`src/shared/lqc_defs.svh`:
```
// Constants for the link quick-configuration decoder
`ifndef LQC_DEFS_SVH
`define LQC_DEFS_SVH
// Register offsets on the control port (byte-style 12-bit address)
`define LQC_ADDR_W        12
`define LQC_OFF_QUICK     12'h05e
`define LQC_OFF_MODE      12'h063
`define LQC_OFF_LANES     12'h06e
`define LQC_OFF_CFG_A     12'h072
`define LQC_OFF_CFG_B     12'h073
// Reset values
`define LQC_RST_QUICK     8'h00
`define LQC_RST_MODE      4'h0
`define LQC_RST_LANES     5'h00
`define LQC_RST_CFG_A     5'h00
`define LQC_RST_CFG_B     5'h00
// Preset codes
`define LQC_CODE_2X8      8'h48
`define LQC_CODE_1H1      8'h81
`define LQC_CODE_1H2      8'h82
`define LQC_CODE_1L1      8'h91
`define LQC_CODE_2H1      8'hc1
`define LQC_CODE_2H2      8'hc2
`define LQC_CODE_2H4      8'hc4
`define LQC_CODE_2L1      8'hd1
`define LQC_CODE_2L2      8'hd2
`define LQC_CODE_2M1      8'he1
`define LQC_CODE_2M2      8'he2
`define LQC_CODE_2M4      8'he4
// Preset field values
`define LQC_MODE_2X       4'h4
`define LQC_MODE_1H       4'h8
`define LQC_MODE_1L       4'h9
`define LQC_MODE_2H       4'hc
`define LQC_MODE_2L       4'hd
`define LQC_MODE_2M       4'he
`define LQC_LANES_1       5'h00
`define LQC_LANES_2       5'h01
`define LQC_LANES_4       5'h03
`define LQC_LANES_8       5'h07
`define LQC_CFG_PRESET    5'h0f
`endif

```
`src/shared/lqc_pkg.sv`:
```
// Types for the link quick-configuration decoder
package lqc_pkg;
    // One full set of link configuration fields
    typedef struct packed {
        logic [3:0] mode;
        logic [4:0] lanes;
        logic [4:0] cfg_a;
        logic [4:0] cfg_b;
    } lqc_cfg_t;
    // Result of decoding a preset code
    typedef struct packed {
        logic      hit;
        lqc_cfg_t  cfg;
    } lqc_preset_t;
endpackage

```
`src/rtl/lqc_preset_rom.sv`:
```
// Preset code to configuration lookup
`timescale 1ns/1ps
`include "lqc_defs.svh"
module lqc_preset_rom (
    input  wire logic [7:0]          code,
    output lqc_pkg::lqc_preset_t     preset
);
    // Pack one preset entry
    function automatic lqc_pkg::lqc_preset_t mk(input logic [3:0] m, input logic [4:0] l);
        lqc_pkg::lqc_preset_t p;
        p.hit       = 1'b1;
        p.cfg.mode  = m;
        p.cfg.lanes = l;
        p.cfg.cfg_a = `LQC_CFG_PRESET;
        p.cfg.cfg_b = `LQC_CFG_PRESET;
        return p;
    endfunction

    // Reserved and unlisted codes decode to a miss
    function automatic lqc_pkg::lqc_preset_t lookup(input logic [7:0] c);
        lqc_pkg::lqc_preset_t p;
        p = '0;
        unique case (c)
            `LQC_CODE_2X8: p = mk(`LQC_MODE_2X, `LQC_LANES_8);
            `LQC_CODE_1H1: p = mk(`LQC_MODE_1H, `LQC_LANES_1);
            `LQC_CODE_1H2: p = mk(`LQC_MODE_1H, `LQC_LANES_2);
            `LQC_CODE_1L1: p = mk(`LQC_MODE_1L, `LQC_LANES_1);
            `LQC_CODE_2H1: p = mk(`LQC_MODE_2H, `LQC_LANES_1);
            `LQC_CODE_2H2: p = mk(`LQC_MODE_2H, `LQC_LANES_2);
            `LQC_CODE_2H4: p = mk(`LQC_MODE_2H, `LQC_LANES_4);
            `LQC_CODE_2L1: p = mk(`LQC_MODE_2L, `LQC_LANES_1);
            `LQC_CODE_2L2: p = mk(`LQC_MODE_2L, `LQC_LANES_2);
            `LQC_CODE_2M1: p = mk(`LQC_MODE_2M, `LQC_LANES_1);
            `LQC_CODE_2M2: p = mk(`LQC_MODE_2M, `LQC_LANES_2);
            `LQC_CODE_2M4: p = mk(`LQC_MODE_2M, `LQC_LANES_4);
            default:       p = '0;
        endcase
        return p;
    endfunction

    assign preset = lookup(code);
endmodule

```
`src/rtl/lqc_field_reg.sv`:
```
// One configuration field with software and preset load paths
`timescale 1ns/1ps
module lqc_field_reg #(
    parameter int          W   = 5,
    parameter logic [W-1:0] RST = '0
) (
    input  wire logic          sys_clk,
    input  wire logic          reset_n,
    input  wire logic          clk_en,
    input  wire logic          sw_we,
    input  wire logic [W-1:0]  sw_data,
    input  wire logic          preset_we,
    input  wire logic [W-1:0]  preset_data,
    output logic      [W-1:0]  value
);
    // Preset and direct write never coincide: they decode different addresses
    wire logic [W-1:0] next_value = preset_we ? preset_data : (sw_we ? sw_data : value);

    // Field storage, frozen while the clock enable is low
    always_ff @(posedge sys_clk or negedge reset_n) begin
        if (!reset_n) begin
            value <= RST;
        end else if (clk_en) begin
            value <= next_value;
        end
    end
endmodule

```
`src/rtl/lqc_decoder.sv`:
```
// Link quick-configuration register bank with preset decoder
//
// Summary of operation
// - Code 0x48 loads mode 0x4, lanes 0x7, both 5-bit fields 0xF.
// - Code 0x81 loads mode 0x8 and lanes 0x0.
// - Code 0x82 loads mode 0x8 and lanes 0x1.
// - Code 0x91 loads mode 0x9 and lanes 0x0.
// - Code 0xC1 loads mode 0xC and lanes 0x0.
// - Code 0xC2 loads mode 0xC and lanes 0x1.
// - Code 0xC4 loads mode 0xC and lanes 0x3.
// - Code 0xD1 loads mode 0xD and lanes 0x0.
// - Code 0xD2 loads mode 0xD and lanes 0x1.
// - Code 0xE1 loads mode 0xE and lanes 0x0.
// - Code 0xE2 loads mode 0xE and lanes 0x1.
// - Code 0xE4 loads mode 0xE and lanes 0x3.
// - Every converter preset also loads 0xF into both 5-bit fields.
// - Unlisted or reserved codes leave all configuration fields unchanged.
// - Quick register is never stored; always reads 0x00.
// - Quick register drives nothing; it only overwrites the other fields.
//
// Decided for this implementation: the address map and strobed register access.
`timescale 1ns/1ps
`include "lqc_defs.svh"
module lqc_decoder (
    input  wire logic                     sys_clk,
    input  wire logic                     reset_n,
    input  wire logic                     clk_en,
    input  wire logic [`LQC_ADDR_W-1:0]   reg_addr,
    input  wire logic [7:0]               reg_wdata,
    input  wire logic                     reg_wr,
    input  wire logic                     reg_rd,
    output logic      [7:0]               reg_rdata,
    output lqc_pkg::lqc_cfg_t             link_cfg
);
    // Address decode
    wire logic hit_quick = (reg_addr == `LQC_OFF_QUICK);
    wire logic hit_mode  = (reg_addr == `LQC_OFF_MODE);
    wire logic hit_lanes = (reg_addr == `LQC_OFF_LANES);
    wire logic hit_cfg_a = (reg_addr == `LQC_OFF_CFG_A);
    wire logic hit_cfg_b = (reg_addr == `LQC_OFF_CFG_B);

    // Preset lookup on the write data itself, so no staging register exists
    lqc_pkg::lqc_preset_t preset;
    lqc_preset_rom u_rom (
        .code   (reg_wdata),
        .preset (preset)
    );

    // One load strobe shared by all fields keeps a preset atomic
    wire logic preset_load = reg_wr && hit_quick && preset.hit;

    logic [3:0] mode_q;
    logic [4:0] lanes_q;
    logic [4:0] cfg_a_q;
    logic [4:0] cfg_b_q;

    lqc_field_reg #(.W(4), .RST(`LQC_RST_MODE)) u_mode (
        .sys_clk     (sys_clk),
        .reset_n     (reset_n),
        .clk_en      (clk_en),
        .sw_we       (reg_wr && hit_mode),
        .sw_data     (reg_wdata[3:0]),
        .preset_we   (preset_load),
        .preset_data (preset.cfg.mode),
        .value       (mode_q)
    );
    lqc_field_reg #(.W(5), .RST(`LQC_RST_LANES)) u_lanes (
        .sys_clk     (sys_clk),
        .reset_n     (reset_n),
        .clk_en      (clk_en),
        .sw_we       (reg_wr && hit_lanes),
        .sw_data     (reg_wdata[4:0]),
        .preset_we   (preset_load),
        .preset_data (preset.cfg.lanes),
        .value       (lanes_q)
    );
    lqc_field_reg #(.W(5), .RST(`LQC_RST_CFG_A)) u_cfg_a (
        .sys_clk     (sys_clk),
        .reset_n     (reset_n),
        .clk_en      (clk_en),
        .sw_we       (reg_wr && hit_cfg_a),
        .sw_data     (reg_wdata[4:0]),
        .preset_we   (preset_load),
        .preset_data (preset.cfg.cfg_a),
        .value       (cfg_a_q)
    );
    lqc_field_reg #(.W(5), .RST(`LQC_RST_CFG_B)) u_cfg_b (
        .sys_clk     (sys_clk),
        .reset_n     (reset_n),
        .clk_en      (clk_en),
        .sw_we       (reg_wr && hit_cfg_b),
        .sw_data     (reg_wdata[4:0]),
        .preset_we   (preset_load),
        .preset_data (preset.cfg.cfg_b),
        .value       (cfg_b_q)
    );

    // Read mux; quick register is never stored, it reads as its reset value
    wire logic [7:0] rd_sel =
        hit_quick ? `LQC_RST_QUICK :
        hit_mode  ? {4'h0, mode_q} :
        hit_lanes ? {3'h0, lanes_q} :
        hit_cfg_a ? {3'h0, cfg_a_q} :
        hit_cfg_b ? {3'h0, cfg_b_q} : 8'h00;         // Unmapped reads zero
    wire logic [7:0] next_rdata = reg_rd ? rd_sel : 8'h00;

    // Read data stands only in the cycle after the strobe
    always_ff @(posedge sys_clk or negedge reset_n) begin
        if (!reset_n) begin
            reg_rdata <= 8'h00;
        end else if (clk_en) begin
            reg_rdata <= next_rdata;
        end
    end

    // Registered copy of the fields, so the outputs come from flops
    wire lqc_pkg::lqc_cfg_t next_cfg = '{mode: mode_q, lanes: lanes_q, cfg_a: cfg_a_q, cfg_b: cfg_b_q};
    always_ff @(posedge sys_clk or negedge reset_n) begin
        if (!reset_n) begin
            link_cfg <= '0;
        end else if (clk_en) begin
            link_cfg <= next_cfg;
        end
    end
endmodule

```
`config.mk`:
```
export PLATFORM = sky130hd
export DESIGN_NAME = lqc_decoder
export DESIGN_NICKNAME = d
export VERILOG_FILES = /design/src/shared/lqc_pkg.sv /design/src/rtl/lqc_preset_rom.sv /design/src/rtl/lqc_field_reg.sv /design/src/rtl/lqc_decoder.sv
export VERILOG_INCLUDE_DIRS = /design/src /design/src/shared
export SDC_FILE = /design/constraint.sdc
export NUM_CORES = 1
export LEC_CHECK = 0
export BUFFER_PORTS_ARGS = -buffer_cell sky130_fd_sc_hd__buf_2
export CAP_MARGIN = 10
export CORE_MARGIN = 10
export CORE_UTILIZATION = 50
export CTS_CLUSTER_SIZE = 25
export DETAILED_ROUTE_END_ITERATION = 16
export GPL_ROUTABILITY_DRIVEN = 0
export HOLD_SLACK_MARGIN = 0.08
export PLACE_DENSITY = 0.84
export SETUP_SLACK_MARGIN = 0.2
export SYNTH_ARGS = -nofsm -noshare
export SYNTH_HDL_FRONTEND = slang
export SYNTH_SLANG_ARGS = --single-unit
```
`constraint.sdc`:
```
create_clock -name sys_clk -period 1.2 [get_ports sys_clk]
set_input_delay 0.12 -clock sys_clk [delete_from_list [all_inputs] [get_ports sys_clk]]
set_output_delay 0.12 -clock sys_clk [all_outputs]
set_load 0.005 [all_outputs]
```
# Word level (Yosys, flattened, before mapping)
# Index checks and enable logic that the tools add are counted.
[totals] elab_cells=55 in_bits=25 out_inout_bits=27 regBits=46
[op_classes] eq_ne=17 mux=15 n_reduce_logical=14
[op_table] op="20-bit case mux with 12 select lines" n=1
[op_table] op="8-bit == test, second input constant" n=11
[op_table] op="12-bit by 7-bit == test with 1-bit output, second input constant" n=5
[op_table] op="5-bit 2-to-1 mux" n=12
[op_table] op="8-bit by 7-bit == test with 1-bit output, second input constant" n=1
[op_table] op="4-bit 2-to-1 mux" n=2
[op_table] op="2-bit AND reduction" n=4
[op_table] op="2-bit nonzero test" n=4
[op_table] op="1-bit logical AND" n=6

# Longest topological paths before layout
[logic_depth] word_depth=7 mapped_depth=7 ltp_nobuf=6

# By module
# Synthesis repeated with hierarchy kept, for this count alone.
[hier_totals] hier_cells=249 area_unflattened_um2=2561.2
[modules_own_cells] module="lqc_decoder" cells_per_inst=106 area_per_inst_um2=1261.2 n_inst=1
[modules_own_cells] module="lqc_field_reg at u_cfg_a ..." cells_per_inst=25 area_per_inst_um2=259.0 n_inst=3
[modules_own_cells] module="lqc_preset_rom" cells_per_inst=48 area_per_inst_um2=324.1 n_inst=1
[modules_own_cells] module="lqc_field_reg at u_mode" cells_per_inst=20 area_per_inst_um2=198.9 n_inst=1

# Least setup slack after synthesis
# Ideal clock, no wire load.
[synth_path] path_kind="input-to-reg" startpoint="input port reg_addr[9]" endpoint="register u_mode.value[0]" arrival_ns=1.971 required_time_ns=1.075 path_stages=6 n_path_buf=0 slack_ns=-0.896 setup_ns=0.125 path_cell_list="or4_4 -> nor4_2 -> nand3_2 -> a21oi_4 -> mux2_2 -> mux2_2"
[synth_via] elab_chain_cells=5
[synth_rtl] element="start, declared" line_no="lqc_decoder.sv:28" rtl="input wire logic [`LQC_ADDR_W-1:0] reg_addr,"
[synth_rtl] element="12-bit by 7-bit == test with 1-bit output (no source line)"
[synth_rtl] element="1-bit logical AND (2 in series)" line_no="lqc_decoder.sv:50" rtl="wire logic preset_load = reg_wr && hit_quick && preset.hit;"
[synth_rtl] element="2-bit nonzero test (no source line)"
[synth_rtl] element="2-bit AND reduction (no source line)"
[synth_rtl] element="end signal, assigned" line_no="lqc_field_reg.sv:24" rtl="value <= next_value;"
[synth_rtl] element="end, declared" line_no="lqc_field_reg.sv:14" rtl="output logic [W-1:0] value"
# Parallel ways exist; a longest one is shown, timed or not.
# A chain may end at the register's enable or synchronous reset.

# Worst setup path in the final report
[layout_path] startpoint="input port reg_addr[10]" endpoint="register u_mode.value[1]"
# Same word-level chain as after synthesis.

==> results by group <==
Logic synthesis
  • Number of distinct library cells after synthesis: 48
  • Ys flop type: dfrtp_1
  • Post-synth EDFFs: 0
  • Seq/Total Area, Yosys: between 40 and 50%
  • Yosys warnings: 0
  • Asr flop ratio synth: 100%
  • Cell Area, Synth: 2230 µm²
  • Average instance area after synthesis: around 11 µm²
  • Number of standard cells after synthesis: 202
  • Number of storage elements in the synthesis netlist: between 40 and 50

Floorplan
  • Die Height: 86.7 µm
  • Initial cell density of the core: around half
  • I/O pin cnt: 52
  • Die outline area: ~7500 µm²
  • Horizontal die dimension: 86.7 µm
  • Number of core rows: 24
  • Core footprint: 4320 µm²

Setup path
  • List of cells traversed by the critical path: buf_6, or4_4, or3_4, nor4_2, o21a_4, mux2_4
  • Buffers plus inverters on the worst setup path: 1
  • Critical path arrival: 2080 ps
  • Delay of the slowest critical-path stage: 550 ps
  • Worst path top cell family by delay: simple AND/OR/NAND/NOR gates
  • Maximum fanout along the worst path: 4
  • Crit. End Element: flop
  • Data required, critical path: 1380 ps
  • Critical path class: primary input to flop
  • CP Launch Type: primary input
  • Master of the slowest instance on the critical path: or4_4

CTS
  • Clock net sink count: between 40 and 50
  • Clock-pin slew reported for the worst setup and hold paths after clock tree synthesis: 80 ps
  • H-Tree Depth: 2
  • Worst-skew pair later-pin latency: just under 300 ps
  • Num CTS Buffers: 5
  • Cell chosen for the clock root: clkbuf_8
  • Worst-case clock buffer depth: 2
  • CTS tree: built

Route
  • Number of remaining DRC errors: 0
  • Wire length per cell: 18.5 µm
  • Vias per cell: 5.71
  • Routed WL: 6380 µm
  • Total via count after detailed routing: 1963
  • Number of nets with antenna violations after routing: 0
  • Number of optimization iterations in the first detailed-route pass: 4
  • Number of DRC markers after the initial detailed-route iteration: about 140

Run
  • Number of maximum-capacitance violations: 0

Power and ir drop
  • Max rail drop VDD: 0.000691 V
  • Total power divided by cell area: slightly above 1000 nW/µm²
  • Pwr Total: 3120 µW
  • Total leakage power: 0.00151 µW

Status
  • Status: finished with violations
  • Violations in the final reports: setup timing

Layout
  • Top library cells by usage in the layout, fill and taps aside: buf_2, dfrtp_1, buf_4
  • Filler Cells Inserted: 308
  • Seq. cell area: 1080 µm²
  • Area Overhead vs Synth: 39.2%
  • Number of nets in the layout: 316
  • Final instance area: 3100 µm²
  • Combined area of the multi-input logic cells: 1180 µm²
  • Fraction of final layout cells with drive strength greater than 1: 49.7%
  • Commonest non-fill, non-tap cell in the layout: buf_2
  • ANT cells: 0

STA
  • Setup clock skew after layout: 9.58 ps
  • Fin worst setup slack: -701 ps
  • Shortest clock period the worst path allows after layout: around 1900 ps
  • Unrepaired setup endpoints after global routing: true
  • Hold Vio Cnt, Final: 0
  • Upper clock frequency limit: 526 MHz
  • Worst max-slew margin expressed relative to the limit: 55.4%
  • Finish-stage setup viols: 24
  • Period utilisation layout: 158%
  • Tightest Pin Transition: between 600 and 700 ps
  • Number of pins with negative max-slew slack in the final report: 0

Global route
  • Maximum number of pins on one net before global-route repair: 44
  • Vias in the first global route: 2042
  • First-pass GRT wire length: 10200 µm
  • Met1 track demand over resource: 19.1%
  • Total gr overflow: 0
  • Met3 routing resource usage after global routing: 5.53%
  • Total global routing track utilization: 16.7%
  • Met2 layer usage reported by global route: approximately 28%
  • Antenna violations before repair: 0
  • GRT Max-Usage Layer: met2

Placed design
  • Detailed Place HPWL: 4710 µm
  • Standard cell area after detailed placement: 2860 µm²
  • Count of buffers from port buffering: 48

Hold path
  • Worst hold path type: primary input to flop
==> metrics by stage <==
stage | hold slack [ps] | worst slack, ps | utilization [%] | setup TNS, ps | cells
5_1_grt | 262 | -748 | 71.7 | -15860 | 344
6_report | 254 | -701 | 71.7 | -14780 | 344
4_1_cts | 220 | -614 | 70.6 | -13370 | 343
2_1_floorplan | -176 | -860 | - | -17020 | 204
3_3_place_gp | 108 | -931 | 66.1 | -21500 | 333
3_5_place_dp | 118 | -963 | 66.1 | -22400 | 333
==> kinds of logic after synthesis <==
logic type      Yosys count  synth area share [%]
compound gates           48                  15.7
xor+xnor                  2                 0.787
buf+inv                  26                  5.22
flops                    43                  48.3
mux                      30                  15.0
other cells               1                 0.168
simple gates             52                  14.8
==> cell usage after synthesis (all sizes together) (5+ instances only) <==
cell type / instances / area, µm²
nor4: 5 / 50.1
nor3: 7 / 40.0
a21oi: 5 / 36.3
o21ai: 10 / 53.8
nand2b: 8 / 50.1
o22ai: 10 / 62.6
dfrtp: 43 / 1080
nand2: 10 / 37.5
mux2: 27 / 304
buf: 7 / 45.0
o22a: 8 / 70.1
inv: 16 / 60.1
==> state kept, by name (all words and copies together), names as in the netlist <==
signal         flops
u_cfg_b.value      5
link_cfg          19
u_mode.value       4
reg_rdata          5
u_cfg_a.value      5
u_lanes.value      5
==> worst register-to-register path, delay by kind of cell (launching register included) <==
kind               cells  cell delay, ps
AOI/OAI and AO/OA      2             520
DFF                    1             400
and+or+nand+nor        1             170
==> layout make-up <==
| class | count | share of cell area, % |
|---|---|---|
| timing repair buffer | 90 | 18.8 |
| clock buffer | 6 | 2.34 |
| clock inverter | 2 | 1.94 |
| inverter | 16 | 1.94 |
| tap | 52 | 2.10 |
| sequential | 43 | 34.7 |
| multi-input combinational | 135 | 38.1 |
==> layer usage <==
layer / vias up / wire length, µm
met5: - / 0
met4: 0 / 201
met3: 15 / 467
met2: 71 / 3230
met1: 961 / 2480
li1: 916 / -
==> where the power goes <==
part	total, µW	internal (µW)	switching [µW]
registers	1460	1450	3.56
logic	349	158	192
clock network	1310	832	479
==> worst paths after layout <==
kind	startpoint	to	slack (ps)	cells past startpoint
min in group asynchronous	reset_n	reg_rdata[2]$_DFFE_PN0P_	340	3
max in group asynchronous	reset_n	u_cfg_a.value[2]$_DFFE_PN0P_	660	3
setup / recovery	reg_addr[10]	u_mode.value[1]$_DFFE_PN0P_	-700	6
hold reg to reg	link_cfg[0]$_DFFE_PN0P_	link_cfg[0]$_DFFE_PN0P_	510	1
setup reg to reg	u_cfg_b.value[3]$_DFFE_PN0P_	reg_rdata[3]$_DFFE_PN0P_	-20	3
hold / removal	reg_wdata[0]	u_cfg_b.value[0]$_DFFE_PN0P_	250	3
==> repair_timing <==
action / 4_1_cts / 5_1_grt
hold endpoints to repair: 43 / 0
gates resized for setup: 11 / 9
hold buffers: 1 / 0
setup buffers: 1 / 1
setup endpoints to repair: 24 / 24
pin swaps: 5 / 9
(Power assumes the default switching activity.)
